**src/hdl/cdr_pkg.sv**
```systemverilog
// constants, register map and carrier types of the cdr acquisition loop control block
package cdr_pkg;

   // ****************************************************************
   // register offsets
   // ****************************************************************
   localparam logic [7:0] REG_EDGE_BW      = 8'h10;
   localparam logic [7:0] REG_SLICE_LOOP   = 8'h13;
   localparam logic [7:0] REG_SAMPLE_PHASE = 8'h14;
   localparam logic [7:0] REG_THRESHOLD    = 8'h15;
   localparam logic [7:0] REG_TRIM         = 8'h73;

   // ****************************************************************
   // field positions
   // ****************************************************************
   localparam int BW_LSB        = 0;
   localparam int EDGE_LSB      = 3;
   localparam int ADAPT_BIT     = 0;
   localparam int SLEW_LSB      = 1;
   localparam int PHASE_LSB     = 0;
   localparam int SLICE_EXT_BIT = 7;

   // ****************************************************************
   // reset values
   // ****************************************************************
   localparam logic [7:0] RST_EDGE_BW      = 8'h04;
   localparam logic [7:0] RST_SLICE_LOOP   = 8'h05;
   localparam logic [7:0] RST_SAMPLE_PHASE = 8'h00;
   localparam logic [7:0] RST_THRESHOLD    = 8'h00;

   // ****************************************************************
   // lock detector, acquisition and slice figures
   // ****************************************************************
   localparam logic [47:0] PPM_SCALE    = 48'h0000000f4240;
   localparam logic [47:0] LOSE_PPM     = 48'h0000000003e8;
   localparam logic [47:0] LOCK_PPM     = 48'h0000000000fa;
   localparam int          NEAR_SHIFT   = 4;
   localparam logic [15:0] STEP_LARGE   = 16'h1000;
   localparam logic [6:0]  SLICE_MID    = 7'h40;
   localparam logic [2:0]  EXT_SCALE    = 3'h6;
   localparam logic [3:0]  DIV_EXP_MAX  = 4'hf;

   // ****************************************************************
   // types
   // ****************************************************************
   typedef enum logic [1:0] {
      EDGE_BOTH    = 2'h0,
      EDGE_RISING  = 2'h1,
      EDGE_FALLING = 2'h2,
      EDGE_RSVD    = 2'h3
   } cdr_edge_t;

   typedef struct packed {
      logic        sliceEnable;
      logic        sliceExtended;
      logic [6:0]  sliceCode;
      logic signed [10:0] sliceOffset;
      logic        adaptiveSliceEn;
      cdr_edge_t   edgeSel;
      logic [1:0]  dllSlew;
      logic signed [4:0] samplePhase;
      logic [2:0]  loopBandwidthScale;
   } cdr_settings_t;

   typedef struct packed {
      logic        valid;
      logic [15:0] sampleCnt;
      logic [15:0] dataCnt;
   } cdr_meas_t;

endpackage

```
**src/hdl/cdr_fifo.sv**
```systemverilog
// small fifo for recovered data words with registered flags
`timescale 1ns/1ps
`default_nettype none
module cdr_fifo #(
   parameter int WIDTH = 8,
   parameter int DEPTH = 8
) (
   input  wire logic             mclk,       // clock
   input  wire logic             rstn,       // synchronised reset
   input  wire logic             fillEnable, // allows filling
   input  wire logic [WIDTH-1:0] inData,     // write word
   input  wire logic             inValid,    // write request
   output logic                  inReady,    // space and filling enabled
   output logic [WIDTH-1:0]      outData,    // head word
   output logic                  outValid,   // head word present
   input  wire logic             outReady    // drain accepts
);
   localparam int AW = $clog2(DEPTH);

   // ****************************************************************
   // storage and pointers
   // ****************************************************************
   logic [WIDTH-1:0] mem [DEPTH];
   logic [AW-1:0]    wrPtr, rdPtr, next_wrPtr, next_rdPtr;
   logic [AW:0]      count, next_count;
   logic             next_inReady, next_outValid;
   logic             doWr, doRd;

   always_comb begin
      doWr = inValid & inReady;
      doRd = outValid & outReady;
      next_wrPtr = doWr ? ((wrPtr == AW'(DEPTH - 1)) ? '0 : wrPtr + 1'b1) : wrPtr;
      next_rdPtr = doRd ? ((rdPtr == AW'(DEPTH - 1)) ? '0 : rdPtr + 1'b1) : rdPtr;
      next_count = count + {{AW{1'b0}}, doWr} - {{AW{1'b0}}, doRd};
      next_inReady  = fillEnable & (next_count != (AW+1)'(DEPTH));
      next_outValid = next_count != '0;
   end

   always_ff @(posedge mclk or negedge rstn) begin
      if (!rstn) begin
         wrPtr    <= '0;
         rdPtr    <= '0;
         count    <= '0;
         inReady  <= 1'b0;
         outValid <= 1'b0;
      end else begin
         wrPtr    <= next_wrPtr;
         rdPtr    <= next_rdPtr;
         count    <= next_count;
         inReady  <= next_inReady;
         outValid <= next_outValid;
      end
   end

   always_ff @(posedge mclk) begin
      if (doWr) begin
         mem[wrPtr] <= inData;
      end
   end

   assign outData = mem[rdPtr];
endmodule
`default_nettype wire

```
**src/hdl/cdr_loop_ctrl.sv**
```systemverilog
// acquisition loop control, lock detector and setting registers of the clock and data recovery
// Function
// - lose lock beyond 1000 ppm, restart
// - restart: oscillator bottom, division ratio one
// - double ratio if fast at oscillator bottom, lower oscillator if fast above it, else raise oscillator
// - shrinking steps; clear lock-lost within 250 ppm
// - lock clears frequency loop enable
// - seven-bit slice code offsets quantizer
// - trimmed offset readable, seven bits, read-only
// - normal: zero disables, 64 means none
// - extended bit scales slice range sixfold
// - adaptive slice enable bit gates offset loop
// - edge select: rising one, falling two
// - slew field, default two, sets tracking
// - slew zero lowers jitter generation
// - sample phase works only at high rate
// - sample phase is signed, 1/32 UI steps
// - bandwidth scale field, reset four
// - bandwidth above four allowed, discouraged
// - hysteresis between 250 and 1000 ppm
`timescale 1ns/1ps
`default_nettype none
module cdr_loop_ctrl #(
   parameter int DATA_W     = 8,
   parameter int FIFO_DEPTH = 8,
   parameter int OSC_W      = 16
) (
   input  wire logic                  mclk,               // recovered oscillator clock
   input  wire logic                  resetn,             // asynchronous reset, active low
   input  wire logic [7:0]            regAddr,            // register port address
   input  wire logic [7:0]            regWrData,          // register port write byte
   input  wire logic                  regWr,              // register write strobe
   input  wire logic                  regRd,              // register read strobe
   output logic [7:0]                 regRdData,          // read byte
   output logic                       regRdValid,         // read byte valid pulse
   input  wire logic [6:0]            trimOffset,         // factory trimmed offset
   input  wire logic                  rateHigh,           // data rate at or above 5.65 Gbps
   input  wire cdr_pkg::cdr_meas_t    meas,               // frequency measurement
   output logic [OSC_W-1:0]           tunableOscillator,  // oscillator control word
   output logic [3:0]                 divExp,             // division ratio exponent
   output logic                       lockLostFlag,       // loss of lock
   output logic                       fllEnable,          // frequency loop active
   output cdr_pkg::cdr_settings_t     settings,           // quantizer and loop settings
   input  wire logic [DATA_W-1:0]     inData,             // sampled data word
   input  wire logic                  inValid,            // sampled word valid
   output logic                       inReady,            // sampled word accepted
   output logic [DATA_W-1:0]          outData,            // recovered data word
   output logic                       outValid,           // recovered word valid
   input  wire logic                  outReady            // recovered word taken
);

   // ****************************************************************
   // reset release
   // ****************************************************************
   logic rstMeta, rstn;

   always_ff @(posedge mclk or negedge resetn) begin
      if (!resetn) begin
         rstMeta <= 1'b0;
         rstn    <= 1'b0;
      end else begin
         rstMeta <= 1'b1;
         rstn    <= rstMeta;
      end
   end

   // ****************************************************************
   // register file
   // ****************************************************************
   logic [7:0] edgeBw, sliceLoop, phaseReg, thresh;
   logic [7:0] next_edgeBw, next_sliceLoop, next_phaseReg, next_thresh;
   logic [7:0] next_regRdData;
   logic       next_regRdValid;

   always_comb begin
      next_edgeBw    = edgeBw;
      next_sliceLoop = sliceLoop;
      next_phaseReg  = phaseReg;
      next_thresh    = thresh;
      if (regWr) begin
         unique case (regAddr)
            cdr_pkg::REG_EDGE_BW:      next_edgeBw    = regWrData;
            cdr_pkg::REG_SLICE_LOOP:   next_sliceLoop = regWrData;
            cdr_pkg::REG_SAMPLE_PHASE: next_phaseReg  = regWrData;
            cdr_pkg::REG_THRESHOLD:    next_thresh    = regWrData;
            default:                   next_edgeBw    = edgeBw;
         endcase
      end
      next_regRdValid = regRd;
      next_regRdData  = 8'h00;
      if (regRd) begin
         unique case (regAddr)
            cdr_pkg::REG_EDGE_BW:      next_regRdData = edgeBw;
            cdr_pkg::REG_SLICE_LOOP:   next_regRdData = sliceLoop;
            cdr_pkg::REG_SAMPLE_PHASE: next_regRdData = phaseReg;
            cdr_pkg::REG_THRESHOLD:    next_regRdData = thresh;
            cdr_pkg::REG_TRIM:         next_regRdData = {1'b0, trimOffset};
            default:                   next_regRdData = 8'h00;
         endcase
      end
   end

   always_ff @(posedge mclk or negedge rstn) begin
      if (!rstn) begin
         edgeBw     <= cdr_pkg::RST_EDGE_BW;
         sliceLoop  <= cdr_pkg::RST_SLICE_LOOP;
         phaseReg   <= cdr_pkg::RST_SAMPLE_PHASE;
         thresh     <= cdr_pkg::RST_THRESHOLD;
         regRdData  <= 8'h00;
         regRdValid <= 1'b0;
      end else begin
         edgeBw     <= next_edgeBw;
         sliceLoop  <= next_sliceLoop;
         phaseReg   <= next_phaseReg;
         thresh     <= next_thresh;
         regRdData  <= next_regRdData;
         regRdValid <= next_regRdValid;
      end
   end

   // ****************************************************************
   // decoded settings
   // ****************************************************************
   cdr_pkg::cdr_settings_t next_settings;
   logic [6:0]             code;
   logic signed [7:0]      centred;
   logic [3:0]             phaseField;

   always_comb begin
      code       = thresh[6:0];
      centred    = $signed({1'b0, code}) - $signed({1'b0, cdr_pkg::SLICE_MID});
      phaseField = phaseReg[cdr_pkg::PHASE_LSB +: 4];
      next_settings.sliceCode     = code;
      next_settings.sliceEnable   = code != 7'h00;
      next_settings.sliceExtended = thresh[cdr_pkg::SLICE_EXT_BIT];
      if (code == 7'h00) begin
         next_settings.sliceOffset = 11'sh000;
      end else if (thresh[cdr_pkg::SLICE_EXT_BIT]) begin
         next_settings.sliceOffset = 11'(centred * $signed({1'b0, cdr_pkg::EXT_SCALE}));
      end else begin
         next_settings.sliceOffset = 11'(centred);
      end
      next_settings.adaptiveSliceEn = sliceLoop[cdr_pkg::ADAPT_BIT];
      next_settings.edgeSel = cdr_pkg::cdr_edge_t'(edgeBw[cdr_pkg::EDGE_LSB +: 2]);
      next_settings.dllSlew = sliceLoop[cdr_pkg::SLEW_LSB +: 2];
      // phase shift is held at zero below the high rate band
      next_settings.samplePhase = rateHigh ? $signed({phaseField[3], phaseField}) : 5'sh00;
      next_settings.loopBandwidthScale = edgeBw[cdr_pkg::BW_LSB +: 3];
   end

   always_ff @(posedge mclk or negedge rstn) begin
      if (!rstn) begin
         settings <= '0;
      end else begin
         settings <= next_settings;
      end
   end

   // ****************************************************************
   // frequency acquisition
   // ****************************************************************
   typedef enum logic [2:0] {
      ST_RESTART = 3'h1,
      ST_MEASURE = 3'h2,
      ST_LOCKED  = 3'h4
   } cdr_state_t;

   cdr_state_t       state, next_state;
   logic [OSC_W-1:0] step, next_step, next_osc;
   logic [3:0]       next_divExp;
   logic             next_lockLost, next_fll;
   logic             fast;
   logic [15:0]      diff;
   logic [47:0]      diffPpm, lockLimit, loseLimit;
   logic             withinLock, beyondLose, nearData;

   always_comb begin
      fast       = meas.sampleCnt > meas.dataCnt;
      diff       = fast ? meas.sampleCnt - meas.dataCnt : meas.dataCnt - meas.sampleCnt;
      diffPpm    = {32'h0, diff} * cdr_pkg::PPM_SCALE;
      lockLimit  = {32'h0, meas.dataCnt} * cdr_pkg::LOCK_PPM;
      loseLimit  = {32'h0, meas.dataCnt} * cdr_pkg::LOSE_PPM;
      withinLock = diffPpm <= lockLimit;
      beyondLose = diffPpm > loseLimit;
      nearData   = diff < (meas.dataCnt >> cdr_pkg::NEAR_SHIFT);
      next_state    = state;
      next_step     = step;
      next_osc      = tunableOscillator;
      next_divExp   = divExp;
      next_lockLost = lockLostFlag;
      next_fll      = fllEnable;
      unique case (state)
         ST_RESTART: begin
            next_osc      = '0;
            next_divExp   = 4'h0;
            next_step     = OSC_W'(cdr_pkg::STEP_LARGE);
            next_lockLost = 1'b1;
            next_fll      = 1'b1;
            next_state    = ST_MEASURE;
         end
         ST_MEASURE: begin
            if (meas.valid) begin
               if (withinLock) begin
                  next_lockLost = 1'b0;
                  next_fll      = 1'b0;
                  next_state    = ST_LOCKED;
               end else if (fast) begin
                  if (tunableOscillator == '0) begin
                     if (divExp != cdr_pkg::DIV_EXP_MAX) begin
                        next_divExp = divExp + 4'h1;
                     end
                  end else begin
                     // overshoot: back off by a smaller step
                     next_step = (step > OSC_W'(1)) ? step >> 1 : step;
                     next_osc  = (tunableOscillator > next_step) ? tunableOscillator - next_step : '0;
                  end
               end else begin
                  if (nearData && step > OSC_W'(1)) begin
                     next_step = step >> 1;
                  end
                  if (tunableOscillator <= ~next_step) begin
                     next_osc = tunableOscillator + next_step;
                  end
               end
            end
         end
         ST_LOCKED: begin
            if (meas.valid && beyondLose) begin
               next_lockLost = 1'b1;
               next_fll      = 1'b1;
               next_osc      = '0;
               next_divExp   = 4'h0;
               next_state    = ST_RESTART;
            end
         end
      endcase
   end

   always_ff @(posedge mclk or negedge rstn) begin
      if (!rstn) begin
         state             <= ST_RESTART;
         step              <= '0;
         tunableOscillator <= '0;
         divExp            <= 4'h0;
         lockLostFlag      <= 1'b1;
         fllEnable         <= 1'b1;
      end else begin
         state             <= next_state;
         step              <= next_step;
         tunableOscillator <= next_osc;
         divExp            <= next_divExp;
         lockLostFlag      <= next_lockLost;
         fllEnable         <= next_fll;
      end
   end

   // ****************************************************************
   // recovered data path
   // ****************************************************************
   // words are only accepted while locked, stored words still drain; the source stalls otherwise
   cdr_fifo #(
      .WIDTH (DATA_W),
      .DEPTH (FIFO_DEPTH)
   ) dataFifo (
      .mclk       (mclk),
      .rstn       (rstn),
      .fillEnable (~next_lockLost),
      .inData     (inData),
      .inValid    (inValid),
      .inReady    (inReady),
      .outData    (outData),
      .outValid   (outValid),
      .outReady   (outReady)
   );
endmodule
`default_nettype wire

```
**config.mk**
```make
export PLATFORM = sky130hd
export DESIGN_NAME = cdr_loop_ctrl
export DESIGN_NICKNAME = d
export VERILOG_FILES = /design/src/hdl/cdr_pkg.sv /design/src/hdl/cdr_fifo.sv /design/src/hdl/cdr_loop_ctrl.sv
export SDC_FILE = /design/constraint.sdc
export NUM_CORES = 1
export LEC_CHECK = 0
export BUFFER_PORTS_ARGS = -buffer_cell sky130_fd_sc_hd__clkbuf_2
export CAP_MARGIN = 10
export CELL_PAD_IN_SITES_DETAIL_PLACEMENT = 0
export CELL_PAD_IN_SITES_GLOBAL_PLACEMENT = 1
export CORE_ASPECT_RATIO = 1.25
export CORE_MARGIN = 1
export CORE_UTILIZATION = 23
export CTS_BUF_LIST = sky130_fd_sc_hd__clkbuf_8
export CTS_CLUSTER_SIZE = 14
export DETAILED_ROUTE_END_ITERATION = 6
export PLACE_DENSITY = 0.53
export SYNTH_ARGS = -nofsm -noshare
export SYNTH_HDL_FRONTEND = slang
export SYNTH_SLANG_ARGS = --single-unit
```
**constraint.sdc**
```tcl
create_clock -name mclk -period 7.5 [get_ports mclk]
set_input_delay 0 -clock mclk [delete_from_list [all_inputs] [get_ports mclk]]
set_output_delay 0 -clock mclk [all_outputs]
set_load 0.005 [all_outputs]
```
# Word-level counts from Yosys, hierarchy flattened
# Memory sizes are Yosys's and may differ from the RTL's.
# Cells that the tools add are included.
[totals] regBits=129 mem_count=1 mem_bits_ro=0 latchBits=0 ramBits=64 inputBits=71 output_inout_bits=74 word_cells=139
[op_classes] bitwise_logic=5 n_eq_ne=21 mul=4 n_shift=0 mux=48 add_sub_neg=10 magnitude_cmp=7 n_reduce_logical=15 div=0
[memory_table] name="dataFifo.mem" depth=8 word_bits=8 rd=1 rd_ports_with_merged_regs=0 write_ports=1 line_no="cdr_fifo.sv:23" source="logic [WIDTH-1:0] mem [DEPTH];"
[ops] operator="16-bit 2-to-1 mux" n=18
[ops] operator="16-bit one-hot mux with 3 select lines" n=1
[ops] operator="16-bit subtractor" n=3
[ops] operator="16-bit by 7-bit multiplier with 23-bit output, second input constant" n=2
[ops] operator="8-bit one-hot mux with 5 select lines" n=1
[ops] operator="36-bit by 26-bit greater-than comparator with 1-bit output" n=1
[ops] operator="36-bit by 24-bit less-or-equal comparator with 1-bit output" n=1
[ops] operator="8-bit by 5-bit equality test with 1-bit output, second input constant" n=4
[ops] operator="16-bit greater-than comparator" n=2
[ops] operator="16-bit one-hot mux with 2 select lines" n=1
[ops] operator="16-bit by 14-bit multiplier with 30-bit output, second input constant" n=1
[ops] operator="4-bit 2-to-1 mux" n=6
[ops] operator="11-bit 2-to-1 mux" n=2
[ops] operator="16-bit adder" n=1
[ops] operator="16-bit by 1-bit greater-than comparator with 1-bit output, second input constant" n=1
[ops] operator="16-bit less-or-equal comparator" n=1
[ops] operator="16-bit zero test" n=1
[ops] operator="16-bit by 12-bit less-than comparator with 1-bit output" n=1
[ops] operator="16-bit inverter" n=1
[ops] operator="3-bit 2-to-1 mux" n=5
[ops] operator="2-bit inequality test, second input constant" n=7
[ops] operator="4-bit one-hot mux with 3 select lines" n=1
[ops] operator="8-bit by 3-bit multiplier with 10-bit output, second input constant" n=1
[ops] operator="3-bit equality test, second input constant" n=3
[ops] operator="27 further kinds" n=44

# Longest topological paths before layout
# Gate-level depths: netlist of run 1.
[logic_depth] word_depth=16 depth_mapped=44

# Modules after synthesis
# A second synthesis of run 1 with hierarchy kept.
[unflattened] cells_unflattened=1784 hier_area_um2=18589.1
[modules_own_cells] module="cdr_loop_ctrl" instances=1 cells_each=1628 area_per_inst_um2=15462.3
[modules_own_cells] module="cdr_fifo" instances=1 cells_each=156 area_per_inst_um2=3126.7

# Worst setup path after synthesis of run 1
# OpenSTA, ideal clock, no wires.
[synth_timing] kind="in2reg" startpoint="input port meas[16] (netlist bit)" endpoint="register tunableOscillator[0]" slack_ps=-1706 cell_stages=41 path_buffers=2 arrival_ps=9081 path_cell_list="inv_1 ha_1 inv_1 fa_1 a21oi_1 nor3b_1 o21a_1 o21ai_1 clkbuf_1 mux2i_1 nand3_1 nand2_1 a21oi_1 xnor2_1 ha_1 fa_1 fa_1 inv_1 (+5 left out) inv_1 ha_1 nand3_1 nor2_1 o21ai_0 nand3_1 xor2_1 ha_1 nand4_1 nor4_1 nand2_1 a311oi_1 a211oi_1 nor3_2 nand3_4 o221ai_4 buf_12 mux2_4"
[synth_via] elab_chain_len=15 word_cells_on_any_way=28 cone_classes="add/sub (3); mul (1); order compare (5); eq/ne (4); mux (11); bitwise (1); reduce/logical (3)"
[synth_rtl] item="start, declared" line_no="cdr_loop_ctrl.sv:38" source="input wire cdr_pkg::cdr_meas_t meas,"
[synth_rtl] item="branches (longest 15 deep; another with 36-bit by 26-bit greater-than comparator with 1-bit output)"
[synth_rtl] item="end signal, assigned" line_no="cdr_loop_ctrl.sv:250" source="tunableOscillator <= next_osc;"
[synth_rtl] item="end, declared" line_no="cdr_loop_ctrl.sv:39" source="output logic [OSC_W-1:0] tunableOscillator,"
# Several ways; the timed one is not identified. The select of a mux whose other input is x is not followed.
# A chain may end at the register's enable or synchronous reset.

# Worst setup path in the final report of run 1
[layout_timing] startpoint="input port meas[16] (netlist bit)" endpoint="register tunableOscillator[14]"
# Same word-level chain as after synthesis.

==> out/metrics.csv, run 1 <==
stage,metric,value,unit
synth,synth_top_cell_area_share,0.197,
setup_path,crit_start,meas[16],
clock_tree,clkSinkCount,192,
finish,multiInputGateArea,13700,um^2
sta,setup_ws,-0.485,ns
clock_tree,cts_tree,built,
sta,final_hold_viol_count,0,
drt,drcViolationCount,0,
drt,wl_per_cell,16.9,um
floorplan,core_area,81500,um^2
floorplan,num_rows,117,
sta,finalCriticalPeriod,7.98,ns
finish,drive_gt1_frac,0.317,
finish,n_fill_cell,8432,
place,place_area,23600,um^2
clock_tree,insertion_delay,0.50,ns
drt,vias_per_cell,4.51,
outcome,violations,negative setup slack,
sta,worst_pin_slew,0.992,ns
drt,vias,15400,
global_routing,overflow,0,
setup_path,reg2reg_to,tunableOscillator[14],
setup_path,reg2regPathDepth,19,
sta,setup_viol,42,
setup_path,ff2ff_setup_slack,2.73,ns
synth,synth.area.top_cells,"ha_1 20%, dfrtp_1 16%, fa_1 12%, edfxtp_1 10%, inv_1 4.2%",
synth,yosys.cell_types.count,86,
finish,final_nets,2817,
setup_path,worstSetupPathType,primary input to register,
global_routing,grtUsageMet2,0.257,
place,portBuffers,144,
clock_tree,numCtsBuffers,17,
global_routing,track_usage,0.139,
finish,final_util,0.309,
clock_tree,clk_pin_slew,0.11,ns
place,hpwlAfterDp,48700,um
setup_path,r2r-start,step[11],
synth,netlist_area,18900,um^2
synth,ys_async_sr_fraction,0.667,
worst_hold_path,whs_endpoint,regRdData[3],
synth,synth_edf_count,64,
place,dpl_worst_slack,-1.18,ns
synth,syn_avg_cell_area,10.3,um^2
drt,wl,57900,um
floorplan,die_area,83500,um^2
sta,period_share,1.06,
global_routing,grt_pass1_vias,16300,
synth,synth_cells,1840,
clock_tree,root_buffer,clkbuf_8,
flow_run,max-cap-violations,0,
global_routing,top_usage_layer,met2,
setup_path,critPathArrivalTime,8.36,ns
setup_path,required,7.88,ns
sta,fmax,125,MHz
finish,syn_to_final_growth,32.8,%
floorplan,die_w,259,um
setup_path,cp-end-kind,register,
worst_hold_path,min_from,regAddr[6],
global_routing,met1_usage,0.165,
floorplan,start_util,0.232,
worst_hold_path,min_path_type,primary input to register,
clock_tree,h-tree-depth,4,
synth,ys_ff_latch,192,
setup_path,cpPeakStageDelay,0.49,ns
sta,relSlewSlack,0.334,
drt,drt-initial-drc-count,625,
drt,ant_nets,0,
synth,yosys_warnings,0,
synth,synth_most_common_cell,ha_1,
global_routing,grt_util_met3,0.0131,
sta,final_max_slew_viol_count,0,
setup_path,slowest_stage,fa_1,
clock_tree,cts_buffer_depth,2,
place,place.gp.congestion,0.834,
outcome,status,finished with violations,
worst_hold_path,whs_path_depth,5,
global_routing,grt_pass1_wl,90300,um
global_routing,grt_max_degree,74,
synth,yosysSeqAreaShare,0.271,
sta,fin_skew,0.0373,ns
drt,drt-pass1-iter-count,5,
global_routing,grt_antenna_before_repair,1,
synth,synth_top_cell_by_area,ha_1,
setup_path,start_kind,primary input,
finish,finalInstanceArea,25200,um^2
setup_path,cp_max_fo,8,
synth,yosys_most_used_dff,dfrtp_1,
sta,rsz0062_at_grt,yes,
finish,regArea,5140,um^2
floorplan,ios,145,
synth,synth_commonest_cells,"299 x ha_1, 214 x inv_1, 122 x dfrtp_1, 112 x fa_1, 93 x a21oi_1",
floorplan,fp.dieH,323,um
critical path: cells and delay by family:
kind | cells | cell delay, ns
AOI/OAI and AO/OA | 11 | 2.06
xor gates and xnor gates | 2 | 0.34
buffers and inverters | 9 | 0.80
adders and majority gates | 10 | 3.45
muxes | 2 | 0.62
and+or+nand+nor | 8 | 1.07
state kept, by name (all words and copies together) (netlist names), 3 cells and up:
signal / cells
regRdData: 8
thresh: 8
tunableOscillator: 16
dataFifo.rdPtr: 3
phaseReg: 8
step: 16
divExp: 4
state: 3
dataFifo.mem: 64
sliceLoop: 8
dataFifo.count: 4
edgeBw: 8
settings: 32
dataFifo.wrPtr: 3
final cells by class:
| class | count | area share |
|---|---|---|
| Multi-Input combinational cell | 1396 | 0.546 |
| Sequential cell | 192 | 0.204 |
| Timing Repair Buffer | 514 | 0.148 |
| Tap cell | 1071 | 0.0532 |
| Inverter | 214 | 0.0324 |
| Clock buffer | 17 | 0.00930 |
| Clock inverter | 15 | 0.00726 |
| Antenna cell | 1 | 0.0000994 |
metrics by stage:
step	hold WS [ns]	TNS [ns]	instances
finish	0.130	-15.95	3420
global route	0.132	-28.88	3420
CTS	0.0786	-12.51	3406
detailed placement	-0.210	-44.24	3326
global placement	-0.213	-41.03	3326
floorplan	-0.296	-15.66	1841
worst max path at each step:
stage | end | slack, ns | cells after the start
floorplan | tunableOscillator[0] | -0.62 | 40
global placement | tunableOscillator[7] | -1.12 | 40
detailed placement | tunableOscillator[6] | -1.18 | 41
CTS | tunableOscillator[6] | -0.40 | 41
global route | tunableOscillator[14] | -0.79 | 42
finish | tunableOscillator[14] | -0.48 | 42
repair_timing:
action	CTS	global route
endpoints found under the hold margin	121	0
endpoints found under the setup margin	42	42
hold buffers	30	0
pin swaps	41	48
buffers inserted	18	15
cloned	1	0
resized for setup	54	63
metal layers:
metal  vias up  share of wire
met1      7583           0.42
met5         -              0
met3        61          0.020
met2       215           0.53
met4         0          0.027
li1       7560              -
cell usage in the layout (no fill, tap or decap), drive strengths merged, types with 64 or more instances in the layout:
master,instances
inv,220
nor2,84
dfrtp,122
nand2,91
o21ai,82
a21oi,94
mux2,72
fa,112
buf,339
ha,299
clkbuf,162
edfxtp,64
cells by family after synthesis:
logic type	synth area share
adder cells (fa/ha/maj)	0.316
buffers and inverters	0.0525
other	0.000198
AO/OA/AOI/OAI	0.139
flip-flops	0.271
XOR/XNOR	0.0419
AND/OR/NAND/NOR	0.106
multiplexers	0.0738
Power of run 1 is not shown: default switching activity piles up to over one toggle a cycle in this logic, so the estimate is an artifact.
==> run 2: changes to the inputs <==
- CTS_CLUSTER_SIZE: 14 -> unset
- REMOVE_ABC_BUFFERS: unset -> 1
==> run 2 against run 1 <==
Compared with the run above:
- the run still ends with negative setup slack left
- flip-flop and latch count did not move
- critical path depth is 4 higher
- wire length is 0.36% lower
- sequential share of layout area up 0.051 points
- maximum frequency shrank 0.46%
- non-clock buffer count increased by 8
- highest routed layer unchanged
==> out/metrics.csv, run 2 (same netlist as run 1, synthesis figures left out) <==
stage,metric,value,unit,change
outcome,status,finished with violations,,unchanged
outcome,violations,negative setup slack,,unchanged
clock_tree,cts_tree,built,,unchanged
setup_path,cp-end-kind,register,,unchanged
global_routing,overflow,0,,unchanged
clock_tree,insertion_delay,0.50,ns,about the same
floorplan,core_area,81500,um^2,unchanged
finish,top_regs,"dataFifo.mem: 64 flops, settings: 32 flops",,unchanged
clock_tree,h-tree-depth,4,,unchanged
drt,ant_nets,0,,unchanged
floorplan,start_util,0.232,,unchanged
place,place.gp.congestion,0.859,,was 0.834
sta,fmax,125,MHz,about the same
place,dp.cells,3322,,was 3326
setup_path,crit_family,adder cells,,unchanged
finish,layout_commonest_cell,buf_4,,unchanged
clock_tree,clk_pin_slew,0.12,ns,was 0.11 ns
floorplan,fp.dieH,323,um,unchanged
sta,final_max_slew_viol_count,0,,unchanged
sta,worst_pin_slew,0.995,ns,was 0.992 ns
clock_tree,root_buffer,clkbuf_8,,unchanged
finish,n_fill_cell,8421,,was 8432
setup_path,slowest_stage,fa_1,,unchanged
place,portBuffers,144,,unchanged
setup_path,worst-path-buf-inv,14,,was 9
drt,wl_per_cell,16.8,um,was 16.9 um
finish,syn_to_final_growth,32.5,%,was 32.8%
sta,finalCriticalPeriod,8.02,ns,was 7.98 ns
drt,vias_per_cell,4.55,,was 4.51
setup_path,cpPeakStageDelay,0.55,ns,was 0.49 ns
sta,period_share,1.07,,was 1.06
setup_path,cp_max_fo,15,,was 8
floorplan,die_area,83500,um^2,unchanged
place,place_area,23200,um^2,was 23600 um^2
floorplan,ios,145,,unchanged
clock_tree,numCtsBuffers,17,,unchanged
setup_path,worstSetupPathType,primary input to register,,unchanged
drt,drt-initial-drc-count,602,,was 625
setup_path,r2r-start,step[2],,was step[11]
global_routing,grt_antenna_before_repair,0,,was 1
sta,rsz0062_at_grt,yes,,unchanged
flow_run,max-cap-violations,0,,unchanged
finish,drive_gt1_frac,0.317,,about the same
global_routing,grt_pass1_wl,90900,um,was 90300 um
floorplan,num_rows,117,,unchanged
finish,largest_reg_flops,64,,unchanged
setup_path,critPathArrivalTime,8.40,ns,was 8.36 ns
setup_path,crit_start,meas[16],,unchanged
setup_path,crit_top_cell,fa_1,,
sta,final_hold_viol_count,0,,unchanged
global_routing,track_usage,0.139,,about the same
setup_path,required,7.88,ns,about the same
drt,drt-pass1-iter-count,5,,unchanged
setup_path,start_kind,primary input,,unchanged
place,hpwlAfterDp,48600,um,was 48700 um
sta,fin_skew,0.0194,ns,was 0.0373 ns
place,dpl_worst_slack,-1.92,ns,was -1.18 ns
sta,setup_viol,40,,was 42
worst_hold_path,min_path_type,primary input to register,,unchanged
sta,setup_ws,-0.522,ns,was -0.485 ns
finish,final_cell_mix,"331 x buf_4, 284 x ha_1, 209 x inv_1",,"was 320 x buf_4, 281 x ha_1, 207 x inv_1"
finish,largest_register,dataFifo.mem,,unchanged
drt,drcViolationCount,0,,unchanged
finish,finalInstanceArea,25100,um^2,was 25200 um^2
finish,stdcell_count,3427,,was 3420
worst_hold_path,min_from,regAddr[0],,was regAddr[6]
finish,final_nets,2825,,was 2817
drt,vias,15600,,was 15400
clock_tree,cts_buffer_depth,2,,unchanged
floorplan,die_w,259,um,unchanged
global_routing,grt_pass1_vias,16600,,was 16300
sta,relSlewSlack,0.334,,about the same
global_routing,grt_max_degree,74,,unchanged
drt,wl,57700,um,was 57900 um
clock_tree,clkSinkCount,192,,unchanged
finish,n_antenna_cell,0,,was 1
==> run 2: cell types whose count changed in the layout (fill, tap and decap cells not counted), moves of 3 or more <==
| cell | before | now |
|---|---|---|
| buf_4 | 320 | 331 |
| nor3_1 | 31 | 26 |
| o21ai_4 | 6 | 1 |
| buf_6 | 15 | 11 |
| inv_12 | 1 | 5 |
| nor3_2 | 2 | 6 |
| o21ai_1 | 9 | 13 |
| xnor2_4 | 5 | 1 |
| clkinv_4 | 3 | 0 |
| ha_1 | 281 | 284 |
| mux2i_2 | 1 | 4 |
| o21ai_2 | 4 | 7 |
| xnor2_2 | 3 | 6 |
==> run 2: timing repair <==
item / CTS / global route
hold endpoints to repair: 123 / 0
pin swaps: 65 / 26
gates resized for setup: 109 / 54
setup buffers: 33 / 9
endpoints found under the setup margin: 42 / 42
hold buffers: 30 / 0
gates cloned: 1 / 0
==> run 2: final timing paths <==
path / end / slack [ns] / cells after the start
worst max-delay path: step[3] / -0.52 / 46
worst min-delay path: regRdData[5] / 0.12 / 5
worst max register to register: tunableOscillator[12] / 2.19 / 15
worst min register to register: rstn / 0.37 / 0
max in group asynchronous: edgeBw[4] / 5.73 / 1
min in group asynchronous: rstn / 0.39 / 3
==> run 2: area by class of cell <==
cell class	count	area (um^2)	area share
clock buffers	17	234	0.00932
clock inverters	15	220	0.00877
flip-flops and latches	192	5140	0.205
multi-input cells	1396	13600	0.542
inverters	214	806	0.0321
repair buffers	522	3770	0.150
well taps	1071	1340	0.0534
==> run 2: through the flow <==
step / TNS (ns) / util / hold slack (ns)
5_1_grt: -33.12 / 0.308 / 0.0956
3_5_place_dp: -72.87 / 0.284 / -0.209
3_3_place_gp: -71.77 / 0.284 / -0.214
4_1_cts: -16.11 / 0.303 / 0.0762
6_report: -17.65 / 0.308 / 0.118
2_1_floorplan: -67.11 / - / -0.296
==> run 2: worst min-delay path: stages <==
cell      delay [ns]
clkbuf_2        0.10
nor2_1          0.05
buf_4           0.18
a22oi_1         0.18
a21oi_1         0.08
==> run 2: per-layer routing <==
layer,up-vias,share of wire,global-route usage
met5,-,0,0
met4,0,0.021,0.0356
met3,47,0.018,0.0107
met2,217,0.55,0.274
met1,7753,0.41,0.158
li1,7579,-,-
Power of run 2 is left out for the same reason.
==> run 3: changes to the inputs <==
- TNS_END_PERCENT: unset -> 5
==> run 3 against run 2 <==
Compared with the run above:
- the flow still finishes with violations (negative setup slack)
- maximum frequency rose by 0.15%
- critical path type unchanged
- flip-flop and latch count did not move
- final cell count fell by 0.18%
- non-clock buffer count fell by 6
- core utilization fell by 0.20 points
- worst hold slack got worse by 0.0032 ns
- clock skew rose by 0.00077 ns
- sequential share of layout area rose by 0.13 points
- design area fell by 0.64%
- clock-buffer cell count did not move
- worst setup slack improved by 0.012 ns
- register-to-register slack improved by 0.04 ns
==> out/metrics.csv, run 3 (same netlist as run 1, synthesis figures left out) <==
stage,metric,value,unit,change
finish,largest_reg_flops,64,,unchanged
sta,relSlewSlack,0.342,,was 0.334
clock_tree,insertion_delay,0.50,ns,about the same
clock_tree,numCtsBuffers,17,,unchanged
floorplan,ios,145,,unchanged
drt,wl_per_cell,16.8,um,about the same
finish,largest_register,dataFifo.mem,,unchanged
floorplan,die_area,83500,um^2,unchanged
sta,rsz0062_at_grt,yes,,unchanged
drt,drcViolationCount,0,,unchanged
global_routing,grt_pass1_vias,16600,,about the same
clock_tree,cts_buffer_depth,2,,unchanged
floorplan,num_rows,117,,unchanged
floorplan,core_area,81500,um^2,unchanged
finish,top_regs,"dataFifo.mem: 64 flops, settings: 32 flops",,unchanged
finish,final_cell_mix,"329 x buf_4, 285 x ha_1, 209 x inv_1",,"was 331 x buf_4, 284 x ha_1, 209 x inv_1"
sta,holdWs,0.115,ns,was 0.118 ns
place,place_area,23200,um^2,unchanged
sta,finalCriticalPeriod,8.01,ns,was 8.02 ns
sta,final_max_slew_viol_count,0,,unchanged
floorplan,start_util,0.232,,unchanged
finish,syn_to_final_growth,31.6,%,was 32.5%
setup_path,r2r-start,step[2],,unchanged
place,hpwlAfterDp,48600,um,unchanged
sta,fin_skew,0.0202,ns,was 0.0194 ns
outcome,status,finished with violations,,unchanged
clock_tree,cts_tree,built,,unchanged
finish,drive_gt1_frac,0.309,,was 0.317
global_routing,grt_pass1_wl,90900,um,about the same
drt,drt-initial-drc-count,675,,was 602
clock_tree,clkSinkCount,192,,unchanged
finish,finalInstanceArea,24900,um^2,was 25100 um^2
finish,layout_commonest_cell,buf_4,,unchanged
worst_hold_path,whs_path_depth,5,,unchanged
clock_tree,root_buffer,clkbuf_8,,unchanged
finish,stdcell_count,3421,,was 3427
clock_tree,clk_pin_slew,0.12,ns,about the same
setup_path,critPathArrivalTime,8.39,ns,was 8.40 ns
finish,n_antenna_cell,0,,unchanged
place,place.gp.congestion,0.859,,unchanged
worst_hold_path,whs_endpoint,regRdData[5],,unchanged
sta,final_hold_viol_count,0,,unchanged
sta,period_share,1.07,,about the same
setup_path,reg2reg_to,tunableOscillator[12],,unchanged
setup_path,cpPeakStageDelay,0.55,ns,about the same
setup_path,cp_max_fo,15,,unchanged
setup_path,start_kind,primary input,,unchanged
drt,vias,15500,,was 15600
drt,drt-pass1-iter-count,5,,unchanged
place,dpl_worst_slack,-1.92,ns,unchanged
sta,fmax,125,MHz,about the same
drt,wl,57600,um,was 57700 um
sta,setup_ws,-0.510,ns,was -0.522 ns
setup_path,crit_top_cell,buf_4,,was fa_1
drt,vias_per_cell,4.54,,was 4.55
global_routing,grt_max_degree,74,,unchanged
place,portBuffers,144,,unchanged
worst_hold_path,min_path_type,primary input to register,,unchanged
setup_path,slowest_stage,fa_1,,unchanged
drt,ant_nets,0,,unchanged
global_routing,track_usage,0.139,,about the same
sta,setup_viol,41,,was 40
place,dp.cells,3322,,unchanged
global_routing,overflow,0,,unchanged
global_routing,grt_antenna_before_repair,0,,unchanged
floorplan,fp.dieH,323,um,unchanged
floorplan,die_w,259,um,unchanged
setup_path,ff2ff_setup_slack,2.23,ns,was 2.19 ns
clock_tree,h-tree-depth,4,,unchanged
setup_path,reg2regPathDepth,15,,unchanged
worst_hold_path,min_from,regAddr[0],,unchanged
outcome,violations,negative setup slack,,unchanged
finish,final_nets,2819,,was 2825
setup_path,cp-end-kind,register,,unchanged
setup_path,required,7.88,ns,about the same
setup_path,worstSetupPathType,primary input to register,,unchanged
sta,worst_pin_slew,0.984,ns,was 0.995 ns
flow_run,max-cap-violations,0,,unchanged
==> run 3: final cells by class <==
| type | count | area (um^2) |
|---|---|---|
| timing repair buffer | 516 | 3700 |
| tap | 1071 | 1340 |
| inverter | 214 | 806 |
| clock inverter | 15 | 220 |
| multi-input combinational | 1396 | 13500 |
| clock buffer | 17 | 234 |
| fill | 8434 | 56600 |
| sequential | 192 | 5140 |
==> run 3: worst max path at each step <==
| stage | startpoint | to | slack, ns | cells past startpoint |
|---|---|---|---|---|
| floorplan | meas[11] | tunableOscillator[4] | -1.90 | 37 |
| global placement | meas[16] | tunableOscillator[4] | -1.92 | 44 |
| detailed placement | meas[16] | tunableOscillator[7] | -1.92 | 44 |
| CTS | meas[16] | tunableOscillator[2] | -0.50 | 43 |
| global route | meas[7] | tunableOscillator[2] | -0.92 | 41 |
| finish | meas[16] | step[3] | -0.51 | 46 |
==> run 3: per-layer routing <==
metal	global-route usage	up-vias	wire length, um
li1	-	7559	-
met1	0.157	7684	23500
met2	0.274	247	31800
met3	0.0107	49	1110
met4	0.0356	0	1210
met5	0	-	0
==> run 3: worst max-delay path, delay by kind of cell <==
family | cells | cell delay [ns]
adder cells (fa/ha/maj) | 10 | 3.56
AO/OA/AOI/OAI | 11 | 1.86
buffers and inverters | 14 | 1.35
AND/OR/NAND/NOR | 8 | 1.02
multiplexers | 1 | 0.33
XOR/XNOR | 2 | 0.23
==> run 3: repair_timing <==
action                                 in CTS  in global routing
endpoints found under the hold margin     123                  0
hold buffers                               30                  0
resized for setup                         108                 29
buffers inserted                           30                  5
setup endpoints to repair                  42                 42
gates cloned                                1                  0
pin swaps                                  64                 28
==> run 3: through the flow <==
stage / setup TNS [ns] / utilization
2_1_floorplan: -67.11 / -
3_3_place_gp: -71.77 / 0.284
3_5_place_dp: -72.87 / 0.284
4_1_cts: -16.08 / 0.303
5_1_grt: -33.72 / 0.306
6_report: -17.46 / 0.306
Power of run 3 is left out for the same reason.
